--- src/include/synth_tune_defs.svh ---
`ifndef SYNTH_TUNE_DEFS_SVH
`define SYNTH_TUNE_DEFS_SVH

// ****************************************
// Register indices (byte address = 4 x index)
// ****************************************
`define SYNTH_HOLD_IDX 10'h05C
`define TUNE_CTRL_IDX 10'h05D
`define TUNE_STATE_IDX 10'h05E
`define CAL_RUN_IDX 10'h061
`define TRIM_IDX 10'h070
`define IRQ_STATUS_IDX 10'h071
`define IRQ_MASK_IDX 10'h072

// ****************************************
// Reset values and fields
// ****************************************
`define SYNTH_HOLD_RST 8'h00
`define TUNE_CTRL_RST 8'h40
`define CAL_RUN_RST 8'h01
`define TRIM_RST 7'h00
`define TRIM_START 7'h40
`define SETTLE_LSB 4
`define SETTLE_MSB 6
`define TRIM_MSB 6

// ****************************************
// Interrupt bits
// ****************************************
`define IRQ_TUNE_DONE 0
`define IRQ_CAL_HALT 1

// ****************************************
// Timing
// ****************************************
`define CLK_PERIOD_NS 10
`define SETTLE_UNIT_NS 160
`define SETTLE_UNIT_CYCLES ((`SETTLE_UNIT_NS + `CLK_PERIOD_NS - 1) / `CLK_PERIOD_NS)

// ****************************************
// Bus responses
// ****************************************
`define RESP_OKAY 2'h0
`define RESP_SLVERR 2'h2

`endif

--- src/include/synth_tune_pkg.sv ---
package synth_tune_pkg;

  // Tuning engine states.
  typedef enum logic [1:0] {
    TUNE_IDLE = 2'b00,
    TUNE_SETTLE = 2'b01,
    TUNE_DECIDE = 2'b10
  } tune_state_e;

  typedef logic [31:0] word_t;

endpackage

--- src/design/synth_vco_tune_and_cal_run_ctrl.sv ---
`timescale 1ns/100ps
`include "synth_tune_defs.svh"

// Functional notes
// (RULE_01) Software sets the hold bit before programming any synthesizer setting.
// (RULE_02) Software clears the hold bit once synthesizer programming is done.
// (RULE_03) Software writes reset values into all reserved bit ranges.
// (RULE_04) Settle-select field bits 6:4, reset 4, scales wait after each trim change.
// (RULE_05) With engine enabled, tuning starts when hold is written to zero.
// (RULE_06) Engine adjusts trim code automatically until the oscillator is centred.
// (RULE_07) Software changes the tune control register only while hold is one.
// (RULE_08) Tune-complete flag in status bit 0 reads one after a finished run.
// (RULE_09) Engine disabled at hold release: tuning skipped, complete flag still one.
// (RULE_10) Software never writes the trim code during tuning.
// (RULE_11) Calibration-run bit, reset 1, runs calibration; low holds it in reset.
// (RULE_12) Clearing calibration-run also resets the digital and link clock dividers.
// (RULE_13) Software clears calibration-run before changing marked calibration registers.
// (RULE_14) Calibration-run set before link enable; link enable cleared first.
// (RULE_15) Trim code is 7-bit read/write, bits 6:0, reset 0, holds tune result.
// (RULE_16) Software neither reads nor writes trim while tuning is running.
// (RULE_17) Complete flag reads zero while hold is one or tuning runs.
module synth_vco_tune_and_cal_run_ctrl (
  input wire logic core_clk,
  input wire logic reset,
  input wire logic s_axi_awvalid,
  output logic s_axi_awready,
  input wire logic [11:0] s_axi_awaddr,
  input wire logic s_axi_wvalid,
  output logic s_axi_wready,
  input wire synth_tune_pkg::word_t s_axi_wdata,
  input wire logic [3:0] s_axi_wstrb,
  output logic s_axi_bvalid,
  input wire logic s_axi_bready,
  output logic [1:0] s_axi_bresp,
  input wire logic s_axi_arvalid,
  output logic s_axi_arready,
  input wire logic [11:0] s_axi_araddr,
  output logic s_axi_rvalid,
  input wire logic s_axi_rready,
  output synth_tune_pkg::word_t s_axi_rdata,
  output logic [1:0] s_axi_rresp,
  input wire logic osc_above_target,
  output logic synth_hold,
  output logic [6:0] oscillator_trim_code,
  output logic tune_active,
  output logic cal_run,
  output logic divider_reset,
  output logic irq
);
  import synth_tune_pkg::*;

  // ****************************************
  // Register bus slave
  // ****************************************
  logic aw_held, w_held, wr_lane, wr_fire, wr_hit, tune_complete, hold_prev, hold_fall;
  logic finish, complete_prev, rd_hit, hold_set;
  logic [9:0] wr_idx;
  logic [7:0] wr_byte, hold_reg, tune_ctrl, cal_reg, settle_cnt, settle_reload, rd_byte;
  logic [1:0] irq_status, irq_mask;
  tune_state_e state;
  logic [2:0] bit_idx;

  // Address and data are each held until both have arrived.
  assign s_axi_awready = !aw_held;
  assign s_axi_wready = !w_held;
  assign s_axi_arready = !s_axi_rvalid;
  assign wr_fire = aw_held && w_held && !s_axi_bvalid;

  // Decodes whether a write index lands on a mapped register.
  always_comb begin
    unique case (wr_idx)
      `SYNTH_HOLD_IDX, `TUNE_CTRL_IDX, `TUNE_STATE_IDX, `CAL_RUN_IDX,
      `TRIM_IDX, `IRQ_STATUS_IDX, `IRQ_MASK_IDX: wr_hit = 1'b1;
      default: wr_hit = 1'b0;
    endcase
  end

  // Captures the write address.
  always_ff @(posedge core_clk) begin
    if (reset) begin
      aw_held <= 1'b0;
      wr_idx <= 10'h000;
    end else if (wr_fire) begin
      aw_held <= 1'b0;
    end else if (s_axi_awvalid && s_axi_awready) begin
      aw_held <= 1'b1;
      wr_idx <= s_axi_awaddr[11:2];
    end
  end

  // Captures the write data; only the low byte lane carries register bits.
  always_ff @(posedge core_clk) begin
    if (reset) begin
      w_held <= 1'b0;
      wr_byte <= 8'h00;
      wr_lane <= 1'b0;
    end else if (wr_fire) begin
      w_held <= 1'b0;
    end else if (s_axi_wvalid && s_axi_wready) begin
      w_held <= 1'b1;
      wr_byte <= s_axi_wdata[7:0];
      wr_lane <= s_axi_wstrb[0];
    end
  end

  // Raises the write response; unmapped addresses answer with an error.
  always_ff @(posedge core_clk) begin
    if (reset) begin
      s_axi_bvalid <= 1'b0;
      s_axi_bresp <= `RESP_OKAY;
    end else if (wr_fire) begin
      s_axi_bvalid <= 1'b1;
      s_axi_bresp <= wr_hit ? `RESP_OKAY : `RESP_SLVERR;
    end else if (s_axi_bready) begin
      s_axi_bvalid <= 1'b0;
    end
  end

  // Selects the read byte; hold, tune control and calibration run return all eight stored bits, other unused and unmapped bits read as zero.
  always_comb begin
    rd_hit = 1'b1;
    unique case (s_axi_araddr[11:2])
      `SYNTH_HOLD_IDX: rd_byte = hold_reg;
      `TUNE_CTRL_IDX: rd_byte = tune_ctrl;
      `TUNE_STATE_IDX: rd_byte = {7'h00, tune_complete}; // RULE_08
      `CAL_RUN_IDX: rd_byte = cal_reg;
      `TRIM_IDX: rd_byte = {1'b0, oscillator_trim_code}; // RULE_15
      `IRQ_STATUS_IDX: rd_byte = {6'h00, irq_status};
      `IRQ_MASK_IDX: rd_byte = {6'h00, irq_mask};
      default: begin
        rd_byte = 8'h00;
        rd_hit = 1'b0;
      end
    endcase
  end

  // Returns read data one cycle after the address is taken.
  always_ff @(posedge core_clk) begin
    if (reset) begin
      s_axi_rvalid <= 1'b0;
      s_axi_rdata <= 32'h0000_0000;
      s_axi_rresp <= `RESP_OKAY;
    end else if (s_axi_arvalid && s_axi_arready) begin
      s_axi_rvalid <= 1'b1;
      s_axi_rdata <= {24'h00_0000, rd_byte};
      s_axi_rresp <= rd_hit ? `RESP_OKAY : `RESP_SLVERR;
    end else if (s_axi_rready) begin
      s_axi_rvalid <= 1'b0;
    end
  end

  // ****************************************
  // Control registers
  // ****************************************

  // Stores hold, tune control, calibration run and mask registers.
  always_ff @(posedge core_clk) begin
    if (reset) begin
      hold_reg <= `SYNTH_HOLD_RST;
      tune_ctrl <= `TUNE_CTRL_RST;
      cal_reg <= `CAL_RUN_RST;
      irq_mask <= 2'h0;
    end else if (wr_fire && wr_lane) begin
      unique case (wr_idx)
        `SYNTH_HOLD_IDX: hold_reg <= wr_byte;
        `TUNE_CTRL_IDX: tune_ctrl <= wr_byte;
        `CAL_RUN_IDX: cal_reg <= wr_byte;
        `IRQ_MASK_IDX: irq_mask <= wr_byte[1:0];
        default: ;
      endcase
    end
  end

  // Calibration runs while the bit is high; clearing it resets the dividers.
  assign synth_hold = hold_reg[0];
  assign cal_run = cal_reg[0]; // RULE_11
  assign divider_reset = !cal_reg[0]; // RULE_12

  // ****************************************
  // Oscillator tuning engine
  // ****************************************

  // Wait per trim step grows with the settle-select field.
  assign settle_reload = 8'((32'(tune_ctrl[`SETTLE_MSB:`SETTLE_LSB]) + 32'd1)
    * `SETTLE_UNIT_CYCLES - 32'd1); // RULE_04
  assign hold_fall = hold_prev && !hold_reg[0];
  assign hold_set = wr_fire && wr_lane && wr_idx == `SYNTH_HOLD_IDX && wr_byte[0];
  assign finish = (state == TUNE_DECIDE) && (bit_idx == 3'd0) && !hold_reg[0];
  assign tune_active = (state != TUNE_IDLE);

  // Remembers the previous hold level to spot its release.
  always_ff @(posedge core_clk) begin
    if (reset) begin
      hold_prev <= 1'b0;
    end else begin
      hold_prev <= hold_reg[0];
    end
  end

  // Binary search of the trim code, one bit per settle period, MSB first.
  always_ff @(posedge core_clk) begin
    if (reset) begin
      state <= TUNE_IDLE;
      bit_idx <= 3'd0;
      settle_cnt <= 8'h00;
      oscillator_trim_code <= `TRIM_RST;
    end else begin
      unique case (state)
        TUNE_IDLE: begin
          if (hold_fall && tune_ctrl[0]) begin // RULE_05
            state <= TUNE_SETTLE;
            bit_idx <= 3'd`TRIM_MSB;
            settle_cnt <= settle_reload;
            oscillator_trim_code <= `TRIM_START;
          end else if (wr_fire && wr_lane && wr_idx == `TRIM_IDX) begin
            oscillator_trim_code <= wr_byte[6:0]; // RULE_15
          end
        end
        TUNE_SETTLE: begin
          if (hold_reg[0]) begin
            state <= TUNE_IDLE;
          end else if (settle_cnt == 8'h00) begin
            state <= TUNE_DECIDE;
          end else begin
            settle_cnt <= settle_cnt - 8'h01;
          end
        end
        TUNE_DECIDE: begin
          if (hold_reg[0] || bit_idx == 3'd0) begin
            state <= TUNE_IDLE;
          end else begin
            state <= TUNE_SETTLE;
            bit_idx <= bit_idx - 3'd1;
            settle_cnt <= settle_reload;
            oscillator_trim_code[bit_idx - 3'd1] <= 1'b1;
          end
          if (osc_above_target) begin
            oscillator_trim_code[bit_idx] <= 1'b0; // RULE_06
          end
        end
        default: state <= TUNE_IDLE;
      endcase
    end
  end

  // Complete flag: cleared by the hold write itself and under hold, set on finish or skip.
  always_ff @(posedge core_clk) begin
    if (reset) begin
      tune_complete <= 1'b0;
    end else if (hold_reg[0] || hold_set) begin
      tune_complete <= 1'b0; // RULE_17
    end else if (hold_fall && !tune_ctrl[0]) begin
      tune_complete <= 1'b1; // RULE_09
    end else if (finish) begin
      tune_complete <= 1'b1; // RULE_08
    end
  end

  // ****************************************
  // Interrupts
  // ****************************************

  // Sticky events, write one to clear; a new event wins over the clear.
  always_ff @(posedge core_clk) begin
    if (reset) begin
      complete_prev <= 1'b0;
      irq_status <= 2'h0;
    end else begin
      complete_prev <= tune_complete;
      irq_status <= (irq_status & ~((wr_fire && wr_lane && wr_idx == `IRQ_STATUS_IDX)
        ? wr_byte[1:0] : 2'h0))
        | {cal_reg[0] && wr_fire && wr_lane && wr_idx == `CAL_RUN_IDX && !wr_byte[0],
           tune_complete && !complete_prev};
    end
  end

  assign irq = |(irq_status & irq_mask);
endmodule // synth_vco_tune_and_cal_run_ctrl

--- config.mk ---
export PLATFORM = sky130hd
export DESIGN_NAME = synth_vco_tune_and_cal_run_ctrl
export DESIGN_NICKNAME = d
export VERILOG_FILES = /design/src/include/synth_tune_pkg.sv /design/src/design/synth_vco_tune_and_cal_run_ctrl.sv
export VERILOG_INCLUDE_DIRS = /design/src /design/src/include
export SDC_FILE = /design/constraint.sdc
export NUM_CORES = 1
export LEC_CHECK = 0
export BUFFER_PORTS_ARGS = -buffer_cell sky130_fd_sc_hd__buf_2
export CORE_AREA = 2 2 134 136
export CTS_CLUSTER_SIZE = 10
export DETAILED_ROUTE_END_ITERATION = 8
export DIE_AREA = 0 0 136 138
export GPL_TIMING_DRIVEN = 0
export SLEW_MARGIN = 20
export SYNTH_ARGS = -nofsm -noshare
export SYNTH_HDL_FRONTEND = slang
export SYNTH_SLANG_ARGS = --single-unit
--- constraint.sdc ---
create_clock -name core_clk -period 4.7 [get_ports core_clk]
set_input_delay 0.705 -clock core_clk [delete_from_list [all_inputs] [get_ports core_clk]]
set_output_delay 0.705 -clock core_clk [all_outputs]
set_load 0.05 [all_outputs]
-- Word level (Yosys, flattened, before mapping)
Index checks and enable logic that the tools add are counted.
- word-level logic and storage cells: 153
- bits of input ports: 68
- output and inout port bits: 53
- flip-flop bits (word level): 86
- add/subtract/negate cells: 4
- reductions and logical operators: 57
- equal/unequal tests: 22
- bitwise operators: 8
- mux-type cells: 36
- $lt $le $gt $ge: 4
- operators by type and width (kind ; number):
    10-bit by 7-bit equality test with 1-bit output (second input constant) ; 14
    8-bit one-hot mux with 7 select lines ; 1
    7-bit two-way mux ; 6
    8-bit two-way mux ; 4
    8-bit one-hot mux with 3 select lines ; 1
    1-bit logical AND ; 22
    2-bit AND reduction ; 8
    8-bit by 1-bit subtractor with 8-bit output (second input constant) ; 2
    7-bit one-hot mux with 2 select lines ; 1
    7-bit OR reduction ; 2
    2-bit two-way mux ; 6
    1-bit two-way mux ; 11
    2-bit nonzero test ; 5
    1-bit zero test ; 9
    8-bit zero test ; 1
    3-bit by 4-bit less-than comparator with 1-bit output (second input constant) ; 2
    2-bit != test (second input constant) ; 4
    7-bit bitwise AND ; 1
    7-bit NOT ; 1
    7-bit bitwise OR ; 1
    1-bit demux with 3-bit select ; 2
    3-bit by 1-bit greater-or-equal comparator with 1-bit output (second input constant) ; 2
    3-bit two-way mux ; 2
    3-bit != test (second input constant) ; 2
    17 further kinds ; 21

-- Longest topological paths before layout
Gate-level depths: netlist of the first run.
- depth in word-level cells: 12
- depth in mapped cells: 8
- gate-level depth less buffers: 7

-- Worst setup path before layout of the first run
OpenSTA, ideal clock, no wires.
- kind: input to register
- start: input port s_axi_araddr[9]
- end: register s_axi_rdata[1]
- slack: 2.560 ns
- library setup time: 0.060 ns
- buffers on the path: 1
- stages on the path: 5
- data required time: 4.640 ns
- arrival time: 2.080 ns
- cells stage by stage: or4b_4 > or3b_1 > buf_2 > o31ai_2 > a22o_1
- cells in the longest elaborated chain, start to end: 2
- RTL lines (element ; RTL line ; RTL):
    start: declaration ; synth_vco_tune_and_cal_run_ctrl.sv:37 ; input wire logic [11:0] s_axi_araddr,
    10-bit by 7-bit equality test with 1-bit output ; synth_vco_tune_and_cal_run_ctrl.sv:122 ; unique case (s_axi_araddr[11:2])
    8-bit one-hot mux with 7 select lines * ; synth_vco_tune_and_cal_run_ctrl.sv:122 ;
    end signal: assignment ; synth_vco_tune_and_cal_run_ctrl.sv:145 ; s_axi_rdata <= {24'h00_0000, rd_byte};
    end: declaration ; synth_vco_tune_and_cal_run_ctrl.sv:40 ; output synth_tune_pkg::word_t s_axi_rdata,
Mark *: on every way between the ends. The rest lies on a longest branch, timed or not.
A chain may end at the register's enable or synchronous reset.

-- Final worst setup path of the first run
- start: register bit_idx[0]
- end: register settle_cnt[7]
- cells in the longest elaborated chain, start to end: 4
- RTL lines (element ; RTL line ; RTL):
    start: declaration ; synth_vco_tune_and_cal_run_ctrl.sv:61 ; logic [2:0] bit_idx;
    start signal: assignment ; synth_vco_tune_and_cal_run_ctrl.sv:212 ; bit_idx <= 3'd`TRIM_MSB;
    start signal: assignment ; synth_vco_tune_and_cal_run_ctrl.sv:233 ; bit_idx <= bit_idx - 3'd1;
    3-bit zero test ; synth_vco_tune_and_cal_run_ctrl.sv:229 ; if (hold_reg[0] || bit_idx == 3'd0) begin
    1-bit logical OR ; synth_vco_tune_and_cal_run_ctrl.sv:229 ;
    2-bit != test (no line) ; - ;
    5-bit AND reduction (no line) ; - ;
    end signal: assignment ; synth_vco_tune_and_cal_run_ctrl.sv:213 ; settle_cnt <= settle_reload;
    end signal: assignment ; synth_vco_tune_and_cal_run_ctrl.sv:225 ; settle_cnt <= settle_cnt - 8'h01;
    end signal: assignment ; synth_vco_tune_and_cal_run_ctrl.sv:234 ; settle_cnt <= settle_reload;
    end: declaration ; synth_vco_tune_and_cal_run_ctrl.sv:58 ; logic [7:0] wr_byte, hold_reg, tune_ctrl, cal_reg, settle_cnt, settle_reload, rd_byte;
Every way passes these cells.

==> flow_results.org, run 1 <==
** Clock tree
- H-tree lvl count :: 3
- Clock buffers created by TritonCTS :: 9
- TritonCTS built the clock tree.
- Once the clock tree was built, the resizer swapped 0 gates to a different size.
- The tree built by TritonCTS fans out to 84 sinks.
- Clk Latency, worst-skew pair :: 0.34 ns
- Number of hold buffers added after cts :: 0
- After clock tree synthesis, the clock-pin slew on the worst setup and hold paths is 0.06 ns.
- CTS placed an instance of clkbuf_16 at the clock tree root.
- The longest clock path from root to sink contains 2 buffers.
- Postcts setup bufs :: 0

** Flow run
- Across the run, the number of max-cap violations was 0.

** Synth
- Multiplexer share of the synthesized area :: 6.139%
- Synthesized instance count :: 508
- The synthesized netlist contains 63 unique library cells.
- Compound-Gate Fraction of Synth Area :: 19.63%
- Among all flip-flop cells after synthesis, the most frequent one is dfxtp_1.
- Counting flops with an async set or reset pin after synthesis yields a share of 0%.
- Of the total synthesized cell area, the portion taken by XOR and XNOR cells is 0.2066%.
- Fraction of the yosys area taken by sequential cells :: 39.67%
- Of the total synthesized cell area, the portion taken by full adders, half adders and majority gates is 1.476%.
- By area, the combinational part of the netlist is dominated by simple AND/OR/NAND/NOR gates.
- Number of enable flip-flop cells after synthesis :: 0
- Yosys synthesis warning count :: 0
- Mean instance size in the synthesized netlist :: 8.345 um^2
- Total standard cell area after synthesis :: 0.004239 mm^2
- Number of flip-flops and latches in the synthesized netlist :: 84
- Simple-gate area share of the yosys netlist :: 24.23%

** Finish
- The repair_antennas step left the layout with diodes totalling 0.
- Register containing the most flip-flops in the final layout :: wr_idx
- At the end of the flow, the number of nets in the layout was 679.
- Commonest non-fill, non-tap cell in the layout :: dfxtp_1
- From synthesis to final layout, the design area changed by 23.52%.
- In the layout the commonest cells are dfxtp_1 (84), nand2_1 (77), buf_2 (67), a21oi_1 (49), nor2_1 (47).
- The register with the most flip-flops in the layout has 10 of them.
- After filler insertion, the fill cell instance count of the layout stands at 1,970.
- Post-route core utilization :: 29.86%
- Cells with a size suffix above 1 make up 20.82% of the layout.

** Setup path
- Worst Reg-to-Reg Cells :: 8
- CP Max Fanout :: 9
- Reg-to-reg slack, setup :: 2.30 ns
- Critical setup path kind :: reg -> reg
- R2R Path End :: settle_cnt[7]
- Data on the critical path is required at its endpoint by 4.90 ns.
- Arrival time at the worst endpoint :: 2.60 ns
- STA classifies the critical path startpoint as a flip-flop.
- FF-to-FF Start :: bit_idx[0]
- Worst setup EP type :: flip-flop

** Power
- Worst voltage drop across the vdd grid :: 0.1953 mV
- Switching power :: 0.4166 mW
- Total leakage power :: 2.067 nW
- For this design the ratio of total power to cell area is 315.9 mW/mm^2.
- Reg power frac :: 44.8%
- Combinational share of power :: 10.4%
- The clock network burns 44.8% of the power.
- In this run switching power makes up 25.18% of total power.
- The internal power of the cells totals 1.238 mW.

** STA
- Setup violations remaining at the end of the flow were counted as 0.
- Portion of the clock cycle consumed by the worst path in the final layout :: 51.03%
- Setup repair after global routing left no endpoint under its margin.
- Final clock skew :: 0.006608 ns
- Final critical delay including setup and external delays :: 2.398 ns
- Setup slack on the critical path of the routed design comes to 2.302 ns.
- At the pin with the least slew margin, the transition time is 0.6842 ns.
- Tightest slew margin relative to the limit :: 54.38%
- The final-report hold violation count is 0.
- After routing, the total negative slack on setup checks comes to 0 ns.
- Highest Clock Rate :: 416.9 MHz
- Slew Viols, Final :: 0

** GRT
- Global routing consumed, over all layers together, 12.68% of the routing resources.
- The via count of the first global-routing pass is 3,575.
- Initial antenna violation count :: 0
- The first global-routing pass estimated 19,020 um of wire.
- Largest net degree at the start of global routing :: 14
- Summed over all layers, the global routing overflow is 0.

** Drt
- In the routed layout, each cell is associated on average with a via count of 4.459.
- Total via count after detailed routing :: 3,741
- Summed over all layers, the routed wires come to 11,500 um.
- For this run, the detailed router's first-pass iteration total came to 4.
- After detailed routing, the average wire length per cell comes to 13.70 um.
- In this run the remaining antenna-violating nets after routing total 0.
- Post-detailed-route DRC marker count :: 0
- Iteration-0 DRC Markers :: 256

** Die
- From left edge to right edge, the die measures 136 um.
- Initial core utilization :: 24.18%
- Num rows :: 49
- For this design the top-level I/O count stands at 121.
- The die is 138 um tall.
- Core footprint :: 0.01753 mm^2
- The die covers 0.01877 mm^2.

** Min path
- Class of the most critical hold timing path :: reg -> reg
- The path with the worst hold slack has its endpoint at wr_idx[6].
- Hold_sp :: wr_idx[6]
- Count of cells along the worst hold path :: 2

** Place
- Port bufs :: 62
- Prior to clock tree synthesis, the placed netlist has a worst setup slack of 2.299 ns.
- Routability-driven placement congestion ratio :: 0.8198
- After legalization and detailed placement, the total HPWL measured 8920 um.

** Status
- Status :: finished, final reports clean
power by group through the flow:
stage,combinational [mW],clock (mW),sequential [mW]
3_5_place_dp,0.174,0,0.757
4_1_cts,0.174,0.757,0.741
2_1_floorplan,0.125,0,0.759
6_report,0.172,0.741,0.741
3_3_place_gp,0.172,0,0.756
5_1_grt,0.189,0.790,0.743
kinds of logic (layout without fill, tap and decap cells):
logic type | Yosys count | in the layout
compound gates | 123 | 123
xor+xnor | 1 | 1
fa+ha+maj | 5 | 5
buf+inv | 65 | 142
flops | 84 | 84
mux | 26 | 26
other cells | 1 | 26
simple gates | 203 | 203
cell type report:
class                   count  area, um^2  area share [%]
multi-input cells         384        2288           43.70
flip-flops and latches     84        1682           32.11
repair buffers             62       310.3           5.926
plain buffers              49       302.8           5.783
well taps                 229       286.5           5.472
clock buffers              10       229.0           4.373
clock inverters             5       77.57           1.481
inverters                  16       60.06           1.147
Yosys cell counts (8+ instances only):
| library cell | instances | area share, % |
|---|---|---|
| dfxtp_1 | 84 | 40 |
| nand2_1 | 77 | 6.8 |
| a21oi_1 | 49 | 5.8 |
| nor2_1 | 47 | 4.2 |
| buf_4 | 28 | 5.0 |
| mux2i_1 | 26 | 6.1 |
| inv_1 | 16 | 1.4 |
| clkbuf_1 | 13 | 1.2 |
| nor3_1 | 13 | 1.5 |
| nand2b_1 | 12 | 1.8 |
| o21ai_0 | 11 | 1.3 |
| a22o_1 | 10 | 2.1 |
| nor2b_1 | 10 | 1.5 |
| o31ai_1 | 8 | 1.4 |
critical path: stages (launching register included):
cell and delay, ns:
dfxtp_1 0.30, clkbuf_1 0.30, inv_1 0.18, ha_1 0.28, nor2b_1 0.18, o32ai_2 0.53, nor2_2 0.19, a21oi_1 0.18
o32ai_1 0.10
through the flow:
step                      area [um^2]  hold slack, ns  std cells  total power [mW]
after floorplan                  4333          0.4315        533            0.8841
after global placement           4930          0.4421        824            0.9283
after detailed placement         4930          0.4453        824            0.9303
after CTS                        5236          0.4541        839             1.671
after global routing             5236          0.4681        839             1.721
final                            5236          0.4517        839             1.654
how the worst max path moves through the flow:
stage	startpoint	depth (start not counted)	endpoint
floorplan	s_axi_araddr[9]	5	s_axi_rdata[1]
global placement	s_axi_araddr[9]	6	s_axi_rdata[1]
detailed placement	s_axi_araddr[9]	6	s_axi_rdata[7]
CTS	bit_idx[0]	8	settle_cnt[7]
global route	bit_idx[0]	8	settle_cnt[7]
finish	bit_idx[0]	8	settle_cnt[7]
routing by layer:
metal / global-route usage, % / part of all wire, % / vias up
met5: 0 / 0 / -
met4: 2.577 / 1.0 / 0
met1: 18.17 / 49 / 1691
met3: 3.410 / 6.4 / 11
met2: 19.10 / 43 / 89
li1: - / - / 1950
No activity file was read; power rests on OpenSTA's default activity.
==> run 2, diff against run 1 <==
==> constraint.sdc (replaced) <==
create_clock -name core_clk -period 2.3 [get_ports core_clk]
set_input_delay 0.345 -clock core_clk [delete_from_list [all_inputs] [get_ports core_clk]]
set_output_delay 0.345 -clock core_clk [all_outputs]
set_load 0.05 [all_outputs]
==> flow_results.org, run 2 (synthesis results as in run 1) <==
** Status
- Status :: finished, final reports clean

** GRT
- The first-pass GRT wire length was 18,990 um (-0.15%).
- The remaining global-route overflow came to 0 (unchanged).
- Initial antenna violation count :: 0 (unchanged)
- The total routing resource utilization after global routing was 12.66% (-0.023 points).
- The maximum number of pins on one net before global-route repair came to 14 (unchanged).
- The via count of the first global-routing pass was 3,575 (unchanged).

** Setup path
- Crit path largest cell delay :: 0.57 ns (+0.04 ns)
- The worst-case register-to-register setup slack came to 0.27 ns (-2.04 ns).
- Broken down by cell family, the worst path's largest delay share belongs to compound AO/OA/AOI/OAI gates.
- Category of the worst setup path launch point :: flip-flop
- Among all stages on the critical path, the largest delay is contributed by a211oi_2.
- Crit-path cells :: inv_1 > ha_1 > nor4b_1 > a211oi_2 > nor2_2 > a21oi_1 > o32ai_1
- Req. time, crit path :: 2.50 ns (-2.40 ns)
- Worst setup EP type :: flip-flop
- R2R Path End :: settle_cnt[7]
- Critical setup path kind :: reg -> reg
- Worst Reg-to-Reg Cells :: 7 (-1)
- The largest fanout of any net on the critical path was 9 (unchanged).
- The startpoint identified for the worst register-to-register timing path is settle_cnt[0].
- The worst endpoint data arrival time came to 2.23 ns (-0.37 ns).
- The critical path buffer and inverter count came to 1 (-1).

** Finish
- The count of placed standard cells in the final layout, fillers left out came to 839 (unchanged).
- Relative area change from synthesis to final layout :: 23.79%
- The post-layout instance area came to 0.005248 mm^2 (+0.22%).
- Highest-count cells in the layout ignoring fill and taps :: dfxtp_1 (83), nand2_1 (77), buf_2 (67), a21oi_1 (49), nor2_1 (47)
- Final #Nets :: 678 (-0.15%)
- Register containing the most flip-flops in the final layout :: wr_idx
- The proportion of layout cells with a drive suffix above 1 came to 21.02% (+0.20 points).
- Leaving out fill and tap cells, the most frequent cell in the layout is dfxtp_1.
- The number of flip-flops under the largest register name is 10 (unchanged).

** Clock tree
- The root buffer cell chosen for the clock tree is clkbuf_16.
- The number of levels in the clock H-tree is 3 (unchanged).
- Postcts setup bufs :: 0 (unchanged)
- The clock sink count came to 84 (unchanged).
- The clock transition at the register clock pins on the worst setup and hold paths after CTS came to 0.06 ns (about the same).
- TritonCTS built the clock tree.
- Clk Latency, worst-skew pair :: 0.34 ns (about the same)
- Clock buffers created by TritonCTS :: 9 (unchanged)
- Largest buffer count on any clock path :: 2 (unchanged)

** Power
- The total power draw came to 3.379 mW (+100%).
- Total leakage power :: 2.067 nW (about the same)
- Power density normalized to cell area :: 643.9 mW/mm^2 (+100%)
- The worst IR drop on VDD was 0.3990 mV (+100%).

** STA
- Unrepaired setup endpoints after global routing :: false
- The achievable clock frequency was 491.7 MHz (+18%).
- The headroom to the max-slew limit came to 54.37% (about the same).
- The worst-margin pin slew came to 0.6845 ns (+0.0002550 ns).
- Slew Viols, Final :: 0 (unchanged)
- Setup violations, final :: 0 (unchanged)
- The final-report hold violation count was 0 (unchanged).
- The minimum clock period after layout came to 2.034 ns (-0.3647 ns).
- The worst clock skew on the final layout came to 0.006628 ns (+0.00002057 ns).
- Portion of the clock cycle consumed by the worst path in the final layout :: 88.42% (+37 points)

** Drt
- The total wirelength of the detailed-routed design is 11,500 um (about the same).
- Total via count after detailed routing :: 3,772 (+0.83%)
- The routed wirelength normalized by instance count came to 13.71 um (about the same).
- Via-to-Cell Ratio :: 4.496 (+0.83%)
- The remaining routing DRC violations came to 0 (unchanged).
- The residual antenna-violating net count after detailed routing came to 0 (unchanged).
- The first-pass detailed-route iteration total is 4 (unchanged).
- Iteration-0 DRC Markers :: 228 (-11%)

** Die
- The cell row count was 49 (unchanged).
- The core region area came to 0.01753 mm^2 (unchanged).
- Die extent in y :: 138 um (unchanged)
- Die Footprint :: 0.01877 mm^2 (unchanged)
- The effective utilization at floorplan came to 24.18% (unchanged).
- The overall die width was 136 um (unchanged).
- The total I/O pin count is 121 (unchanged).

** Flow run
- Max-cap violations :: 0 (unchanged)

** Min path
- For hold timing, the worst endpoint is s_axi_rvalid.
- Hold_sp :: s_axi_rready
- The number of cells on the worst hold path is 2 (unchanged).
- Class of the most critical hold timing path :: in -> reg

** Place
- The sum of net half-perimeters after detailed placement came to 8920 um (unchanged).
- Instance count after placement with tap cells included :: 824 (unchanged)
- Port bufs :: 62 (unchanged)
- Routability-driven placement congestion ratio :: 0.8198 (unchanged)
- The area after detailed placement came to 0.004930 mm^2 (unchanged).
-- run 2: cell types whose count changed in the layout (fill, tap and decap cells not counted) --
cell	delta
clkbuf_1	-1
dfxtp_1	-1
dfxtp_2	+1
diode_2	+1
o32ai_2	-1
o32ai_4	+1
-- run 2: repair_timing --
item	CTS	global route
resized for setup	1	1
hold buffers	0	0
endpoints found under the setup margin	5	12
hold endpoints to repair	0	0
-- run 2: worst max path at each step --
stage / startpoint / endpoint / cells after the start
2_1_floorplan: bit_idx[0] / settle_cnt[5] / 8
3_3_place_gp: bit_idx[0] / settle_cnt[6] / 8
3_5_place_dp: bit_idx[0] / settle_cnt[7] / 8
4_1_cts: bit_idx[0] / settle_cnt[7] / 8
5_1_grt: settle_cnt[0] / settle_cnt[7] / 7
6_report: settle_cnt[0] / settle_cnt[7] / 7
-- run 2: per-layer routing --
metal | track usage [%] | vias to the layer above | wire, um
met5 | 0 | - | 0
met4 | 2.577 | 0 | 118
met3 | 3.410 | 11 | 654
met2 | 19.07 | 81 | 5009
met1 | 18.12 | 1729 | 5720
li1 | - | 1951 | -
-- run 2: stage by stage --
| stage | hold WS, ns | setup TNS [ns] | util [%] | setup slack, ns |
|---|---|---|---|---|
| 3_5_place_dp | 0.4453 | -0.2615 | 28.11 | -0.07831 |
| 6_report | 0.1902 | 0 | 29.93 | 0.2663 |
| 2_1_floorplan | 0.4315 | 0 | - | 0.3280 |
| 4_1_cts | 0.1796 | 0 | 29.93 | 0.05969 |
| 5_1_grt | 0.1947 | 0 | 29.91 | 0.05073 |
| 3_3_place_gp | 0.4421 | -0.2230 | 28.11 | -0.06444 |
-- run 2: area by class of cell --
cell class                 count  area, um^2
inverter                      16       60.06
tap                          229       286.5
antenna                        1       2.502
clock inverter                 5       77.57
sequential                    84        1683
timing repair buffer          62       310.3
buffer                        48       299.0
fill                        1970       12290
multi-input combinational    384        2300
clock buffer                  10       229.0
-- run 2: power by group --
| part | total [mW] | internal (mW) | switching [mW] |
|---|---|---|---|
| Sequential | 1.51 | 1.48 | 0.0311 |
| Combinational | 0.352 | 0.105 | 0.247 |
| Clock | 1.51 | 0.941 | 0.572 |
-- run 2: worst register-to-register path, stage by stage, from the launching register on --
cell	delay [ns]
dfxtp_1	0.39
inv_1	0.10
ha_1	0.20
nor4b_1	0.15
a211oi_2	0.57
nor2_2	0.20
a21oi_1	0.18
o32ai_1	0.10
==> run 3, diff against run 2 <==
--- a/config.mk
+++ b/config.mk
@@ -8,10 +8,12 @@
 export LEC_CHECK = 0
 export BUFFER_PORTS_ARGS = -buffer_cell sky130_fd_sc_hd__buf_2
 export CORE_AREA = 2 2 134 136
+export CTS_BUF_LIST = sky130_fd_sc_hd__clkbuf_16
 export CTS_CLUSTER_SIZE = 10
 export DETAILED_ROUTE_END_ITERATION = 8
 export DIE_AREA = 0 0 136 138
 export GPL_TIMING_DRIVEN = 0
+export PLACE_DENSITY_LB_ADDON = 0.25
 export SLEW_MARGIN = 20
 export SYNTH_ARGS = -nofsm -noshare
 export SYNTH_HDL_FRONTEND = slang
==> flow_results.org, run 3 (synthesis results as in run 1) <==
** Flow run
- The number of max-capacitance violations reported came to 0 (unchanged).

** Finish
- The number of flip-flops under the largest register name came to 10 (unchanged).
- The number of nets in the layout came to 682 (+0.59%).
- Highest-count cells in the layout ignoring fill and taps :: dfxtp_1 (83), nand2_1 (77), buf_2 (67), a21oi_1 (49), nor2_1 (47)
- The library cell used most frequently in the layout, excluding fill and tap cells, is dfxtp_1.
- Sequential cell area in the final layout :: 0.001683 mm^2 (unchanged)
- The area overhead of the layout relative to synthesis was 23.91% (about the same).
- The footprint of the multi-input gates came to 0.002300 mm^2 (unchanged).
- Fraction of final layout cells sized beyond drive strength 1 :: 21.17% (+0.15 points)
- The fraction of the core area covered by cells at the end of the flow was 29.96% (about the same).
- The number of antenna cells inserted is 0 (-1).
- More flip-flops sit in one register than any other, and that register is wr_idx.
- The count of placed standard cells in the final layout, fillers left out came to 843 (+0.48%).
- Cell area after layout :: 0.005253 mm^2 (about the same)
- Filler cell count :: 1,913 (-2.9%)

** Setup path
- STA classifies the critical path endpoint as a flip-flop.
- CP Max Fanout :: 9 (unchanged)
- End of the critical path :: settle_cnt[5]
- The depth of the worst register-to-register path is 7 (unchanged).
- Critical path startpoint :: settle_cnt[0]
- The setup path with the least slack is of type reg -> reg.
- The worst endpoint data arrival time was 2.33 ns (+0.10 ns).
- The data required time at the worst endpoint was 2.58 ns (+0.08 ns).
- The worst-case register-to-register setup slack is 0.24 ns (-0.02 ns).
- The worst register-to-register path begins at settle_cnt[0].
- Category of the worst setup path launch point :: flip-flop
- R2R Path End :: settle_cnt[5]

** Die
- The die boundary height was 138 um (unchanged).
- The area of the die came to 0.01877 mm^2 (unchanged).
- Initial core utilization :: 24.18% (unchanged)
- Core footprint :: 0.01753 mm^2 (unchanged)
- The overall die width is 136 um (unchanged).
- The total I/O pin count came to 121 (unchanged).
- Num rows :: 49 (unchanged)

** Power
- The total power draw is 3.278 mW (-3.0%).
- Power density normalized to cell area :: 624.1 mW/mm^2 (-3.1%)
- Worst voltage drop across the vdd grid :: 0.3878 mV (-2.8%)
- The leakage power figure was 2.084 nW (+0.80%).

** Place
- The number of I/O port buffers came to 62 (unchanged).
- The weighted congestion at the end of routability-driven global placement came to 0.8479 (+3.4%).
- The worst-case setup slack after placement is -0.1481 ns (-0.06976 ns).
- The instance count after placement with tap cells included was 824 (unchanged).
- The area after detailed placement was 0.004930 mm^2 (unchanged).
- Post-detailed-placement half-perimeter wirelength :: 9618 um (+7.8%)

** Drt
- The first-pass detailed-route iteration total came to 4 (unchanged).
- The residual antenna-violating net count after detailed routing was 0 (unchanged).
- Via-to-Cell Ratio :: 4.580 (+1.9%)
- The number of DRC violations after detailed-routing iteration 0 is 249 (+9.2%).
- Total via count after detailed routing :: 3,861 (+2.4%)
- The remaining routing DRC violations came to 0 (unchanged).
- Avg WL per Cell :: 14.75 um (+7.6%)
- WL final :: 12,440 um (+8.1%)

** STA
- Fin Hold WS :: 0.1806 ns (-0.009629 ns)
- Tightest slew margin relative to the limit :: 50.80% (-3.6 points)
- Final critical delay including setup and external delays :: 2.056 ns (+0.02249 ns)
- The final-report hold violation count is 0 (unchanged).
- Highest Clock Rate :: 486.3 MHz (-1.1%)
- Slew Viols, Final :: 0 (unchanged)
- The total negative setup slack came to 0 ns (unchanged).
- Least-Margin Pin Slew :: 0.7380 ns (+0.05348 ns)
- Setup repair after global routing left no endpoint under its margin.
- The smallest setup slack after layout is 0.2438 ns (-0.02249 ns).
- The share of the clock period used by the worst path after layout came to 89.40% (+0.98 points).
- The setup-violating endpoint count in the final report is 0 (unchanged).
- Final clock skew :: 0.005656 ns (-0.0009728 ns)

** GRT
- The maximum number of pins on one net before global-route repair was 14 (unchanged).
- Number of global-route vias before repair :: 3,598 (+0.64%)
- The first-pass GRT wire length was 19,460 um (+2.5%).
- Tot GR Track Use :: 13.38% (+0.72 points)
- Initial antenna violation count :: 0 (unchanged)
- The remaining global-route overflow is 0 (unchanged).

** Clock tree
- The count of hold buffers inserted by post-cts repair came to 0 (unchanged).
- H-tree lvl count :: 3 (unchanged)
- The clock transition at the register clock pins on the worst setup and hold paths after CTS came to 0.06 ns (about the same).
- The worst-case clock buffer depth is 2 (unchanged).
- CTS tree :: built
- The clock sink count was 84 (unchanged).
- The number of clock buffers inserted by TritonCTS came to 9 (unchanged).
- The clock latency on the worst-skew pair is 0.35 ns (about the same).
- The tree is rooted in a clkbuf_16.

** Min path
- In this run the worst hold path is classified as in -> reg.

** Status
- Status :: finished, final reports clean
==> run 3: changes by cell type in the layout (fill, tap and decap cells not counted), sizes merged <==
cell | before | now
diode | 1 | 0
inv | 16 | 17
bufinv | 2 | 1
buf | 98 | 102
clkinv | 2 | 5
clkinvlp | 1 | 0
clkbuf | 22 | 21
==> run 3: power by group <==
| part | switching [mW] | internal [mW] | total [mW] | leakage, nW |
|---|---|---|---|---|
| Sequential | 0.0322 | 1.48 | 1.51 | 0.681 |
| Combinational | 0.250 | 0.105 | 0.355 | 1.26 |
| Clock | 0.583 | 0.826 | 1.41 | 0.143 |
| Total | 0.865 | 2.41 | 3.28 | 2.08 |
==> run 3: metal layers <==
layer	GRT usage (%)	vias up	share of wire, %
li1	-	1961	-
met1	18.43	1780	48
met2	20.68	105	45
met3	3.044	15	5.7
met4	4.221	0	1.5
met5	0	-	0
==> run 3: final cells by class <==
class                           count  share of cell area (%)
Timing Repair Buffer               66                   6.479
Multi-Input combinational cell    384                   43.78
Clock buffer                        9                   4.288
Inverter                           16                   1.143
Clock inverter                      7                   1.120
Tap cell                          229                   5.455
Buffer                             48                   5.693
Sequential cell                    84                   32.04
==> run 3: how the worst min path moves through the flow <==
stage	from	endpoint	slack, ns	cells past startpoint
global placement	wr_idx[6]	wr_idx[6]	0.45	2
finish	s_axi_rready	s_axi_rvalid	0.18	2
CTS	s_axi_rready	s_axi_rvalid	0.17	2
floorplan	tune_ctrl[7]	tune_ctrl[7]	0.43	2
global route	s_axi_rready	s_axi_rvalid	0.18	2
detailed placement	wr_idx[9]	wr_idx[9]	0.45	2
==> run 3: repair_timing <==
item,4_1_cts,5_1_grt
resized for setup,1,1
endpoints found under the setup margin,8,4
setup buffers,0,4
pin swaps,0,1
==> run 3: worst max-delay path, cell delays in order (launching register included) <==
cell and delay, ns:
dfxtp_1 0.34, inv_1 0.11, ha_1 0.15, nor4b_1 0.45, a211oi_2 0.26, nor2_2 0.38
o21ai_0 0.15, a21oi_1 0.14
